[src/hdl/msc_map.svh]
// register offsets, field positions, reset values and timing counts of the
// microstep status block; included by the package and the design modules
`ifndef MSC_MAP_SVH
`define MSC_MAP_SVH

`define MSC_ADDR_W 7
`define MSC_OFS_TABLE_POS 7'h6A
`define MSC_OFS_PHASE_CUR 7'h6B
`define MSC_OFS_CHOP_CFG 7'h6C

`define MSC_POS_W 10
`define MSC_CUR_W 9
`define MSC_PHASE_B_OFS 10'h100

`define MSC_PHASE_A_TABLE_VALUE_LSB 16
`define MSC_PHASE_B_TABLE_VALUE_LSB 0
`define MSC_SUPPLY_GUARD_BIT 31
`define MSC_GROUND_GUARD_BIT 30
`define MSC_INTERP_BIT 28
`define MSC_RES_LSB 24

`define MSC_CHOP_RESET 32'h1041_0150
`define MSC_CHOP_WMASK 32'hFFFD_DFFF
`define MSC_PHASE_A_TABLE_VALUE_RESET 9'h0F7
`define MSC_PHASE_B_TABLE_VALUE_RESET 9'h000
`define MSC_RES_MAX 4'h8

// interpolation tick period in reference clocks
`define MSC_INTERP_DIV 16

`endif

[src/hdl/msc_pkg.sv]
// types shared by the microstep status block
// assumes msc_map.svh is on the include path
`include "msc_map.svh"

package msc_pkg;

  typedef struct packed {
    logic [`MSC_ADDR_W-1:0] addr;
    logic wr;
    logic [31:0] wdata;
  } msc_reg_req_t;

  typedef struct packed {
    logic mv;
    logic up;
    logic [`MSC_POS_W-1:0] width;
  } msc_move_t;

  typedef enum logic [1:0] {
    MSC_IDLE = 2'b01,
    MSC_RUN = 2'b10
  } msc_state_t;

  function automatic logic [`MSC_POS_W-1:0] msc_step_width(input logic [3:0] res);
    logic [3:0] r;
    r = (res > `MSC_RES_MAX) ? `MSC_RES_MAX : res;
    return `MSC_POS_W'(1) << r;
  endfunction

endpackage

[src/hdl/msc_status_top.sv]
// microstep table position, phase current readback and chopper protection bits
// assumes the register port, step request and sine table sit on REF_CLK_I
`timescale 1ns/100ps
`include "msc_map.svh"

module msc_status_top #(
  parameter int INTERP_DIV = `MSC_INTERP_DIV
) (
  input wire logic REF_CLK_I,
  input wire logic RST_N_I,
  input wire logic [`MSC_ADDR_W-1:0] REG_ADDR_I,
  input wire logic REG_WR_I,
  input wire logic [31:0] REG_WDATA_I,
  output logic [31:0] REG_RDATA_O,
  input wire logic STEP_I,
  input wire logic DIR_I,
  input wire logic [7:0] START_SIN_I,
  input wire logic [7:0] START_SIN90_I,
  input wire logic [`MSC_CUR_W-1:0] TABLE_VAL_A_I,
  input wire logic [`MSC_CUR_W-1:0] TABLE_VAL_B_I,
  output logic [`MSC_POS_W-1:0] TABLE_IDX_A_O,
  output logic [`MSC_POS_W-1:0] TABLE_IDX_B_O,
  output logic [31:0] CHOPPER_CFG_O,
  output logic SUPPLY_SHORT_GUARD_OFF_O,
  output logic GROUND_SHORT_GUARD_OFF_O,
  output logic INTERP_EN_O,
  output logic [3:0] STEP_RES_O
);

  typedef struct packed {
    logic [`MSC_POS_W-1:0] pos;
    logic [`MSC_POS_W-1:0] idx_b;
    logic [`MSC_CUR_W-1:0] phase_a_table_value;
    logic [`MSC_CUR_W-1:0] phase_b_table_value;
    logic moved;
    logic crossed;
    logic [31:0] chop;
    logic [31:0] rdata;
  } msc_top_st_t;

  msc_top_st_t s_q, s_d;
  msc_pkg::msc_reg_req_t req;
  msc_pkg::msc_move_t move;
  logic [`MSC_POS_W:0] pos_up;
  logic [`MSC_POS_W:0] pos_dn;
  logic [`MSC_POS_W-1:0] pos_next;
  logic wrapped;

  assign req = '{addr: REG_ADDR_I, wr: REG_WR_I, wdata: REG_WDATA_I};

  msc_step_gen #(
    .DIV(INTERP_DIV)
  ) u_step_gen (
    .clk_i(REF_CLK_I),
    .rst_n_i(RST_N_I),
    .step_i(STEP_I),
    .dir_i(DIR_I),
    .res_i(s_q.chop[`MSC_RES_LSB +: 4]),
    .interp_i(s_q.chop[`MSC_INTERP_BIT]),
    .move_o(move)
  );

  // carry out of the 10-bit sum marks a wrap, which always passes zero
  assign pos_up = {1'b0, s_q.pos} + {1'b0, move.width};
  assign pos_dn = {1'b0, s_q.pos} - {1'b0, move.width};
  assign pos_next = move.up ? pos_up[`MSC_POS_W-1:0] : pos_dn[`MSC_POS_W-1:0];
  assign wrapped = move.up ? pos_up[`MSC_POS_W] : pos_dn[`MSC_POS_W];

  always_comb begin
    s_d = s_q;
    s_d.moved = move.mv;
    s_d.crossed = 1'b0;
    if (move.mv) begin
      s_d.pos = pos_next;
      s_d.idx_b = pos_next + `MSC_PHASE_B_OFS;
      s_d.crossed = wrapped || (pos_next == '0);
    end
    // the table answers the new index combinationally, so currents follow one cycle later
    if (s_q.moved) begin
      if (s_q.crossed) begin
        s_d.phase_a_table_value = {1'b0, START_SIN90_I};
        s_d.phase_b_table_value = {1'b0, START_SIN_I};
      end else begin
        s_d.phase_a_table_value = TABLE_VAL_A_I;
        s_d.phase_b_table_value = TABLE_VAL_B_I;
      end
    end
    // only the chopper word is writable; status offsets drop writes
    if (req.wr && req.addr == `MSC_OFS_CHOP_CFG) begin
      s_d.chop = req.wdata & `MSC_CHOP_WMASK;
    end
    case (req.addr)
      `MSC_OFS_TABLE_POS: s_d.rdata = {22'h000000, s_q.pos};
      `MSC_OFS_PHASE_CUR: begin
        s_d.rdata = {7'h00, s_q.phase_a_table_value, 7'h00, s_q.phase_b_table_value};
      end
      `MSC_OFS_CHOP_CFG: s_d.rdata = s_q.chop;
      default: s_d.rdata = 32'h0000_0000;
    endcase
  end

  always_ff @(posedge REF_CLK_I or negedge RST_N_I) begin
    if (!RST_N_I) begin
      s_q <= '{pos: '0, idx_b: `MSC_PHASE_B_OFS, phase_a_table_value: `MSC_PHASE_A_TABLE_VALUE_RESET,
               phase_b_table_value: `MSC_PHASE_B_TABLE_VALUE_RESET, moved: 1'b0, crossed: 1'b0,
               chop: `MSC_CHOP_RESET, rdata: 32'h0000_0000};
    end else begin
      s_q <= s_d;
    end
  end

  assign REG_RDATA_O = s_q.rdata;
  assign TABLE_IDX_A_O = s_q.pos;
  assign TABLE_IDX_B_O = s_q.idx_b;
  assign CHOPPER_CFG_O = s_q.chop;
  assign SUPPLY_SHORT_GUARD_OFF_O = s_q.chop[`MSC_SUPPLY_GUARD_BIT];
  assign GROUND_SHORT_GUARD_OFF_O = s_q.chop[`MSC_GROUND_GUARD_BIT];
  assign INTERP_EN_O = s_q.chop[`MSC_INTERP_BIT];
  assign STEP_RES_O = s_q.chop[`MSC_RES_LSB +: 4];

endmodule

[src/hdl/msc_step_gen.sv]
// step generator: turns coarse step requests into moves of the table position
// assumes step/dir come from logic on the same clock as one-cycle pulses
`timescale 1ns/100ps
`include "msc_map.svh"

module msc_step_gen #(
  parameter int DIV = `MSC_INTERP_DIV
) (
  input wire logic clk_i,
  input wire logic rst_n_i,
  input wire logic step_i,
  input wire logic dir_i,
  input wire logic [3:0] res_i,
  input wire logic interp_i,
  output msc_pkg::msc_move_t move_o
);

  typedef struct packed {
    msc_pkg::msc_state_t st;
    logic [`MSC_POS_W-1:0] left;
    logic up;
    logic [15:0] div;
    msc_pkg::msc_move_t move;
  } msc_gen_st_t;

  msc_gen_st_t s_q, s_d;
  logic [`MSC_POS_W-1:0] width;
  logic tick;

  assign width = msc_pkg::msc_step_width(res_i);
  assign tick = (s_q.div == 16'(DIV - 1));
  assign move_o = s_q.move;

  always_comb begin
    s_d = s_q;
    s_d.move = '0;
    s_d.div = tick ? 16'h0000 : s_q.div + 16'h0001;
    case (s_q.st)
      msc_pkg::MSC_IDLE: begin
        s_d.div = 16'h0000;
        if (step_i) begin
          if (interp_i && width != `MSC_POS_W'(1)) begin
            s_d.st = msc_pkg::MSC_RUN;
            s_d.left = width;
            s_d.up = dir_i;
          end else begin
            s_d.move = '{mv: 1'b1, up: dir_i, width: width};
          end
        end
      end
      msc_pkg::MSC_RUN: begin
        if (step_i) begin
          // a new coarse step arrives early: finish the old one at once
          s_d.move = '{mv: 1'b1, up: s_q.up, width: s_q.left};
          s_d.left = width;
          s_d.up = dir_i;
          s_d.div = 16'h0000;
          if (!interp_i || width == `MSC_POS_W'(1)) begin
            s_d.st = msc_pkg::MSC_IDLE;
            s_d.left = '0;
          end
        end else if (!interp_i) begin
          s_d.move = '{mv: 1'b1, up: s_q.up, width: s_q.left};
          s_d.st = msc_pkg::MSC_IDLE;
          s_d.left = '0;
        end else if (tick) begin
          s_d.move = '{mv: 1'b1, up: s_q.up, width: `MSC_POS_W'(1)};
          s_d.left = s_q.left - `MSC_POS_W'(1);
          if (s_q.left == `MSC_POS_W'(1)) begin
            s_d.st = msc_pkg::MSC_IDLE;
          end
        end
      end
      default: begin
        s_d.st = msc_pkg::MSC_IDLE;
        s_d.left = '0;
      end
    endcase
  end

  always_ff @(posedge clk_i or negedge rst_n_i) begin
    if (!rst_n_i) begin
      s_q <= '{st: msc_pkg::MSC_IDLE, left: '0, up: 1'b0, div: 16'h0000, move: '0};
    end else begin
      s_q <= s_d;
    end
  end

endmodule

[config.mk]
export PLATFORM = sky130hd
export DESIGN_NAME = msc_status_top
export DESIGN_NICKNAME = d
export VERILOG_FILES = /design/src/hdl/msc_pkg.sv /design/src/hdl/msc_status_top.sv /design/src/hdl/msc_step_gen.sv
export VERILOG_INCLUDE_DIRS = /design/src /design/src/hdl
export SDC_FILE = /design/constraint.sdc
export NUM_CORES = 1
export LEC_CHECK = 0
export ABC_AREA = 1
export BUFFER_PORTS_ARGS = -buffer_cell sky130_fd_sc_hd__buf_4
export CAP_MARGIN = 20
export CORE_ASPECT_RATIO = 0.75
export CORE_MARGIN = 2
export CORE_UTILIZATION = 40
export DETAILED_ROUTE_END_ITERATION = 8
export PLACE_DENSITY = 0.65
export SLEW_MARGIN = 20
export SYNTH_ARGS = -nofsm -noshare
export SYNTH_HDL_FRONTEND = slang
export SYNTH_SLANG_ARGS = --single-unit
[constraint.sdc]
create_clock -name REF_CLK_I -period 2.8 [get_ports REF_CLK_I]
set_clock_uncertainty 0.2 [all_clocks]
set_input_delay 0.14 -clock REF_CLK_I [delete_from_list [all_inputs] [get_ports REF_CLK_I]]
set_output_delay 0.14 -clock REF_CLK_I [all_outputs]
set_load 0.05 [all_outputs]
# Yosys cells after proc, flatten, opt, wreduce, memory -nomap -nowiden
# Cells that the tools add are included.
word_totals:
  latchBits: 0
  ram_bits: 0
  regBits: 143
  inputBits: 78
  out_inout_bits: 91
  wordCells: 69
  n_memories: 0
  mem_bits_ro: 0
classes:
  mul: 0
  div_mod_pow: 0
  n_reduce_logical: 10
  mux: 22
  magnitude_cmp: 1
  n_bitwise: 0
  n_eq_ne: 15
  shift: 1
  add_sub_neg: 5
ops:
  columns: ["cell", "count"]
  rows:
  - ["$mux W12", 9]
  - ["$pmux W32 S3", 1]
  - ["$pmux W29 S2", 1]
  - ["$mux W13", 2]
  - ["$pmux W12 S2", 1]
  - ["$eq A7 B7 Y1 const B", 3]
  - ["$eq A10 B1 Y1 const B", 2]
  - ["$mux W18", 1]
  - ["$mux W17", 1]
  - ["$add A16 B1 Y16 const B", 1]
  - ["$eq A16 B4 Y1 const B", 1]
  - ["$mux W16", 1]
  - ["$add A10 B10 Y11", 1]
  - ["$sub A10 B10 Y11", 1]
  - ["$add A10 B9 Y10 const B", 1]
  - ["$logic_not A10 Y1", 1]
  - ["$mux W10", 1]
  - ["$ne A10 B1 Y1 const B", 1]
  - ["$shl A1 B4 Y10 const A", 1]
  - ["$sub A10 B1 Y10 const B", 1]
  - ["$ne A4 B3 Y1 const B", 2]
  - ["$reduce_and A5 Y1", 1]
  - ["$gt A4 B4 Y1 const B", 1]
  - ["$mux W4", 1]
  - ["13 further kinds", 17]

# Longest topological paths before layout
logic_depth:
  depth_word: 8
  depth_mapped: 21
  mapped_depth_nobuf: 20

# Modules after synthesis
# From an unflattened synthesis, not the netlist that was laid out.
hier_totals:
  cells_unflattened: 961
  hier_area_um2: 8007.7
by_module_without_submodules:
  columns: ["mod", "seq_area_each_um2", "n_inst", "cells_each", "area_each_um2"]
  rows:
  - ["msc_status_top", 2344.7, 1, 621, 5552.8]
  - ["msc_step_gen", 1027.2, 1, 340, 2454.9]

# Worst setup path after synthesis
# No wires, ideal clock.
synth_timing:
  path_kind: "register to register"
  from: "register s_q, in the netlist TABLE_IDX_A_O[0]"
  to: "register s_q[64] (netlist name)"
  arrival_ns: 2.184
  path_stages_with_launch: 17
  n_path_buf: 0
  required_time_ns: 2.522
  synth_period_minus_slack_ns: 2.462
  path_slack_ns: 0.338
  setup_time_ns: 0.078
  path_cell_list: "dfrtp_1 > ha_1 > fa_1 > nand3_1 > nand3_1 > nand3_1 > nand3b_1 > nand3_1 > nand2_1 > inv_1 > ha_1 > nand2_1 > nor2_1 > nand3_1 > nor2_1 > nand3_1 > o21bai_1"
synth_lines:
  columns: ["item", "line", "source"]
  rows:
  - ["from (decl)", "msc_status_top.sv:41", "msc_top_st_t s_q, s_d;"]
  - ["from (signal assigned)", "msc_status_top.sv:104", "s_q <= '{pos: '0, idx_b: `MSC_PHASE_B_OFS, phase_a_table_value: `MSC_PHASE_A_TABLE_VALUE_RESET,"]

==> flow_summary.ini <==
[outcome]
status = finished clean

[setup_path]
slowest_stage = fa_1
cp_num_buf_inv = 1
critPathRequiredTime_ns = 2.94
startpoint_type = flop
reg2reg_to = s_q[64]
crit_type = reg2reg
slowest_delay_ns = 0.42
regToRegSetupSlack_ns = 0.12
r2r-start = TABLE_IDX_A_O[0]
critical_path.cell_chain = ha_2 > fa_1 > nand3_2 > nand3_1 > nand3_1 > nand3b_1 > nand3_1 > nand2_1 > inv_1 > ha_1 > nand2_1 > nor2_2 > nand3_1 > nor2_1 > nand3_1 > o21bai_1
reg2reg_depth = 16
cp.arrival_ns = 2.82
cp_top_family = simple AND/OR/NAND/NOR gates
path_max_fanout = 3
end_kind = flop
path_common_cell = nand3_1

[clocking]
path_clk_slew_ns = 0.06
cts.path.max_buffers = 2
cts_max_level = 4
root_buffer = clkbuf_16
insertion_delay_ns = 0.43
cts_tree = done
numCtsBuffers = 17
cts_sinks = 134

[routing]
via_per_inst = 4.941
wl_per_cell_microns = 15.79
vias = 6651
dr.pass1.iters = 6
ant_nets = 0
drtIter0Drc = 539
drc_errors = 0
totalWireLength_microns = 21260

[finish]
design_area_sq_um = 9950
final_nets = 1191
drive_gt1_share_pct = 26.50
syn2layout_area_growth_pct = 29.70

[logic_synthesis]
synthTopCellsByArea = dfrtp_1 39%, buf_4 8.6%, nand2_1 7.9%
seq_area_frac_synth_pct = 43.96
synth_common_cells = 162 x nand2_1, 119 x dfrtp_1, 115 x inv_1
synth_cell_types = 51
yosys.area.top_type = dfrtp_1
yosysMostFrequentCell = nand2_1
synthCells = 920
ys.flop_type = dfrtp_1
async_flop_share_pct = 100.0
synthesis.area_sq_um = 7671
synth_top_area_share_pct = 38.82
ys_ff_latch = 134
synth_edf_count = 0
syn_area_per_cell_sq_um = 8.338
yosys_warnings = 0

[floorplanning]
initial_core_util_pct = 41.21
fp.dieW_microns = 163.9
io_pins = 169
fp.coreArea_sq_um = 18620
num_rows = 43
die_area_sq_um = 20310
die_y_microns = 123.9

[sta]
period_needed_ns = 2.681
drv_slew = 0
rsz0062_at_grt = yes
tightest_slew_ns = 1.018
worst_slew_margin_rel_pct = 32.12
finalCritPeriodShare_pct = 95.73
setup-violations-final = 0
fmax_mhz = 373.1
final_hold_viol_count = 0

[global_routing]
groute.usage.overall_pct = 21.72
antenna_found_initial = 2
grt_max_degree = 70
first_global_vias = 6484
grt_pass1_wl_microns = 33840
grt_overflow = 0

[pwr]
power.leakage_uw = 0.005080
fin_total_pwr_uw = 8488
pwr_density_cell_nw_per_um2 = 853.1
peakVddDrop_mv = 0.6168

[run]
drv_cap = 0

[place]
portBuffers = 163
place_area_sq_um = 8635
gp_congestion = 0.9355
hpwl_microns = 15250

[worst_hold_path]
min_path_type = in2async
==> per-layer routing <==
| metal | part of all wire (%) | track usage (%) | up-vias |
|---|---|---|---|
| met5 | 0 | 0 | - |
| met1 | 47 | 29.76 | 3159 |
| met2 | 44 | 34.40 | 236 |
| li1 | - | - | 3220 |
| met3 | 6.2 | 4.562 | 36 |
| met4 | 2.1 | 7.511 | 0 |
==> final cells by class <==
type | instances | area, sq um
Antenna cell | 1 | 2.502
Clock buffer | 21 | 460.4
Clock inverter | 11 | 126.4
Fill cell | 1696 | 8666
Inverter | 124 | 470.5
Multi-Input combinational cell | 554 | 3118
Sequential cell | 134 | 3372
Tap cell | 247 | 309.0
Timing Repair Buffer | 254 | 2091
==> power by group <==
group / internal, uW / switching [uW] / leakage [uW]
registers: 2320 / 247 / 0.00171
logic: 1370 / 2340 / 0.00309
clock network: 1360 / 856 / 0.000275
total: 5050 / 3440 / 0.00508
==> worst register-to-register path, stage by stage (launching register included) <==
cell      delay (ns)
dfrtp_1         0.41
ha_2            0.23
fa_1            0.42
nand3_2         0.11
nand3_1         0.11
nand3_1         0.09
nand3b_1        0.09
nand3_1         0.12
nand2_1         0.09
inv_1           0.06
ha_1            0.14
nand2_1         0.06
nor2_2          0.09
nand3_1         0.08
nor2_1          0.09
nand3_1         0.07
o21bai_1        0.12
==> sequential cells by signal (all words and copies together) (netlist names) <==
name,cells
CHOPPER_CFG_O,30
REG_RDATA_O,31
s_q,20
u_step_gen.move_o,12
u_step_gen.s_q,29
TABLE_IDX_A_O,10
TABLE_IDX_B_O,2
==> cells in the final DEF, fill, tap and decap left out, types with 3 or more instances in the layout <==
master         instances
a21oi_1               42
a31oi_1                4
buf_4                185
clkbuf_16             17
clkinv_2               3
clkinv_4               3
clkinvlp_4             5
conb_1                 3
dfrtp_1              119
dfstp_2               15
dlygate4sd3_1         67
ha_1                  20
ha_2                   5
inv_1                113
inv_2                  8
mux2_1                 3
mux2_2                 4
mux2_4                10
nand2_1              162
nand2_2                3
nand3_1               59
nand3_2                3
nand4_1               12
nor2_1                80
nor2_2                13
nor3_1                 9
o21a_1                 3
o21ai_0               53
o21ai_1                6
o21bai_1               3
o221ai_1               9
o22ai_1               18
xor2_1                 4
==> logic make-up (layout without fill, tap and decap cells) <==
logic type,after synthesis,after routing,synth area share (%)
compound gates,146,146,10.77
xor+xnor,6,6,0.6850
fa+ha+maj,28,28,4.763
buf+inv,234,410,16.07
flops,134,134,43.96
mux,17,17,2.985
other cells,1,4,0.04888
simple gates,354,354,20.73
==> repair_timing <==
action,CTS,global route
pin swaps,0,0
setup buffers,1,0
hold buffers,67,0
endpoints found under the hold margin,155,0
setup endpoints to repair,1,7
gates resized for setup,1,15
==> worst max-delay path by stage <==
stage / start / to / slack [ns] / cells after the start
after floorplan: TABLE_IDX_A_O[0] / s_q[64] / 0.34 / 16
after global placement: TABLE_IDX_A_O[0] / s_q[64] / 0.05 / 18
after detailed placement: TABLE_IDX_A_O[0] / s_q[64] / -0.04 / 18
after CTS: TABLE_IDX_A_O[0] / s_q[64] / 0.03 / 18
after global routing: TABLE_IDX_A_O[0] / s_q[64] / -0.05 / 16
final: TABLE_IDX_A_O[0] / s_q[64] / 0.12 / 16
==> per-stage QoR <==
step           hold WS (ns)  util [%]  cells  worst slack [ns]  setup TNS [ns]
2_1_floorplan       -0.3556         -    922            0.3384               0
3_3_place_gp       -0.01244     46.38   1245           0.04653               0
3_5_place_dp       -0.01445     46.38   1245          -0.04417        -0.04417
4_1_cts             0.05685     53.19   1345           0.02590               0
5_1_grt              0.1063     53.43   1345          -0.05146        -0.05146
6_report            0.06529     53.45   1346            0.1195               0
(Power assumes the default switching activity.)
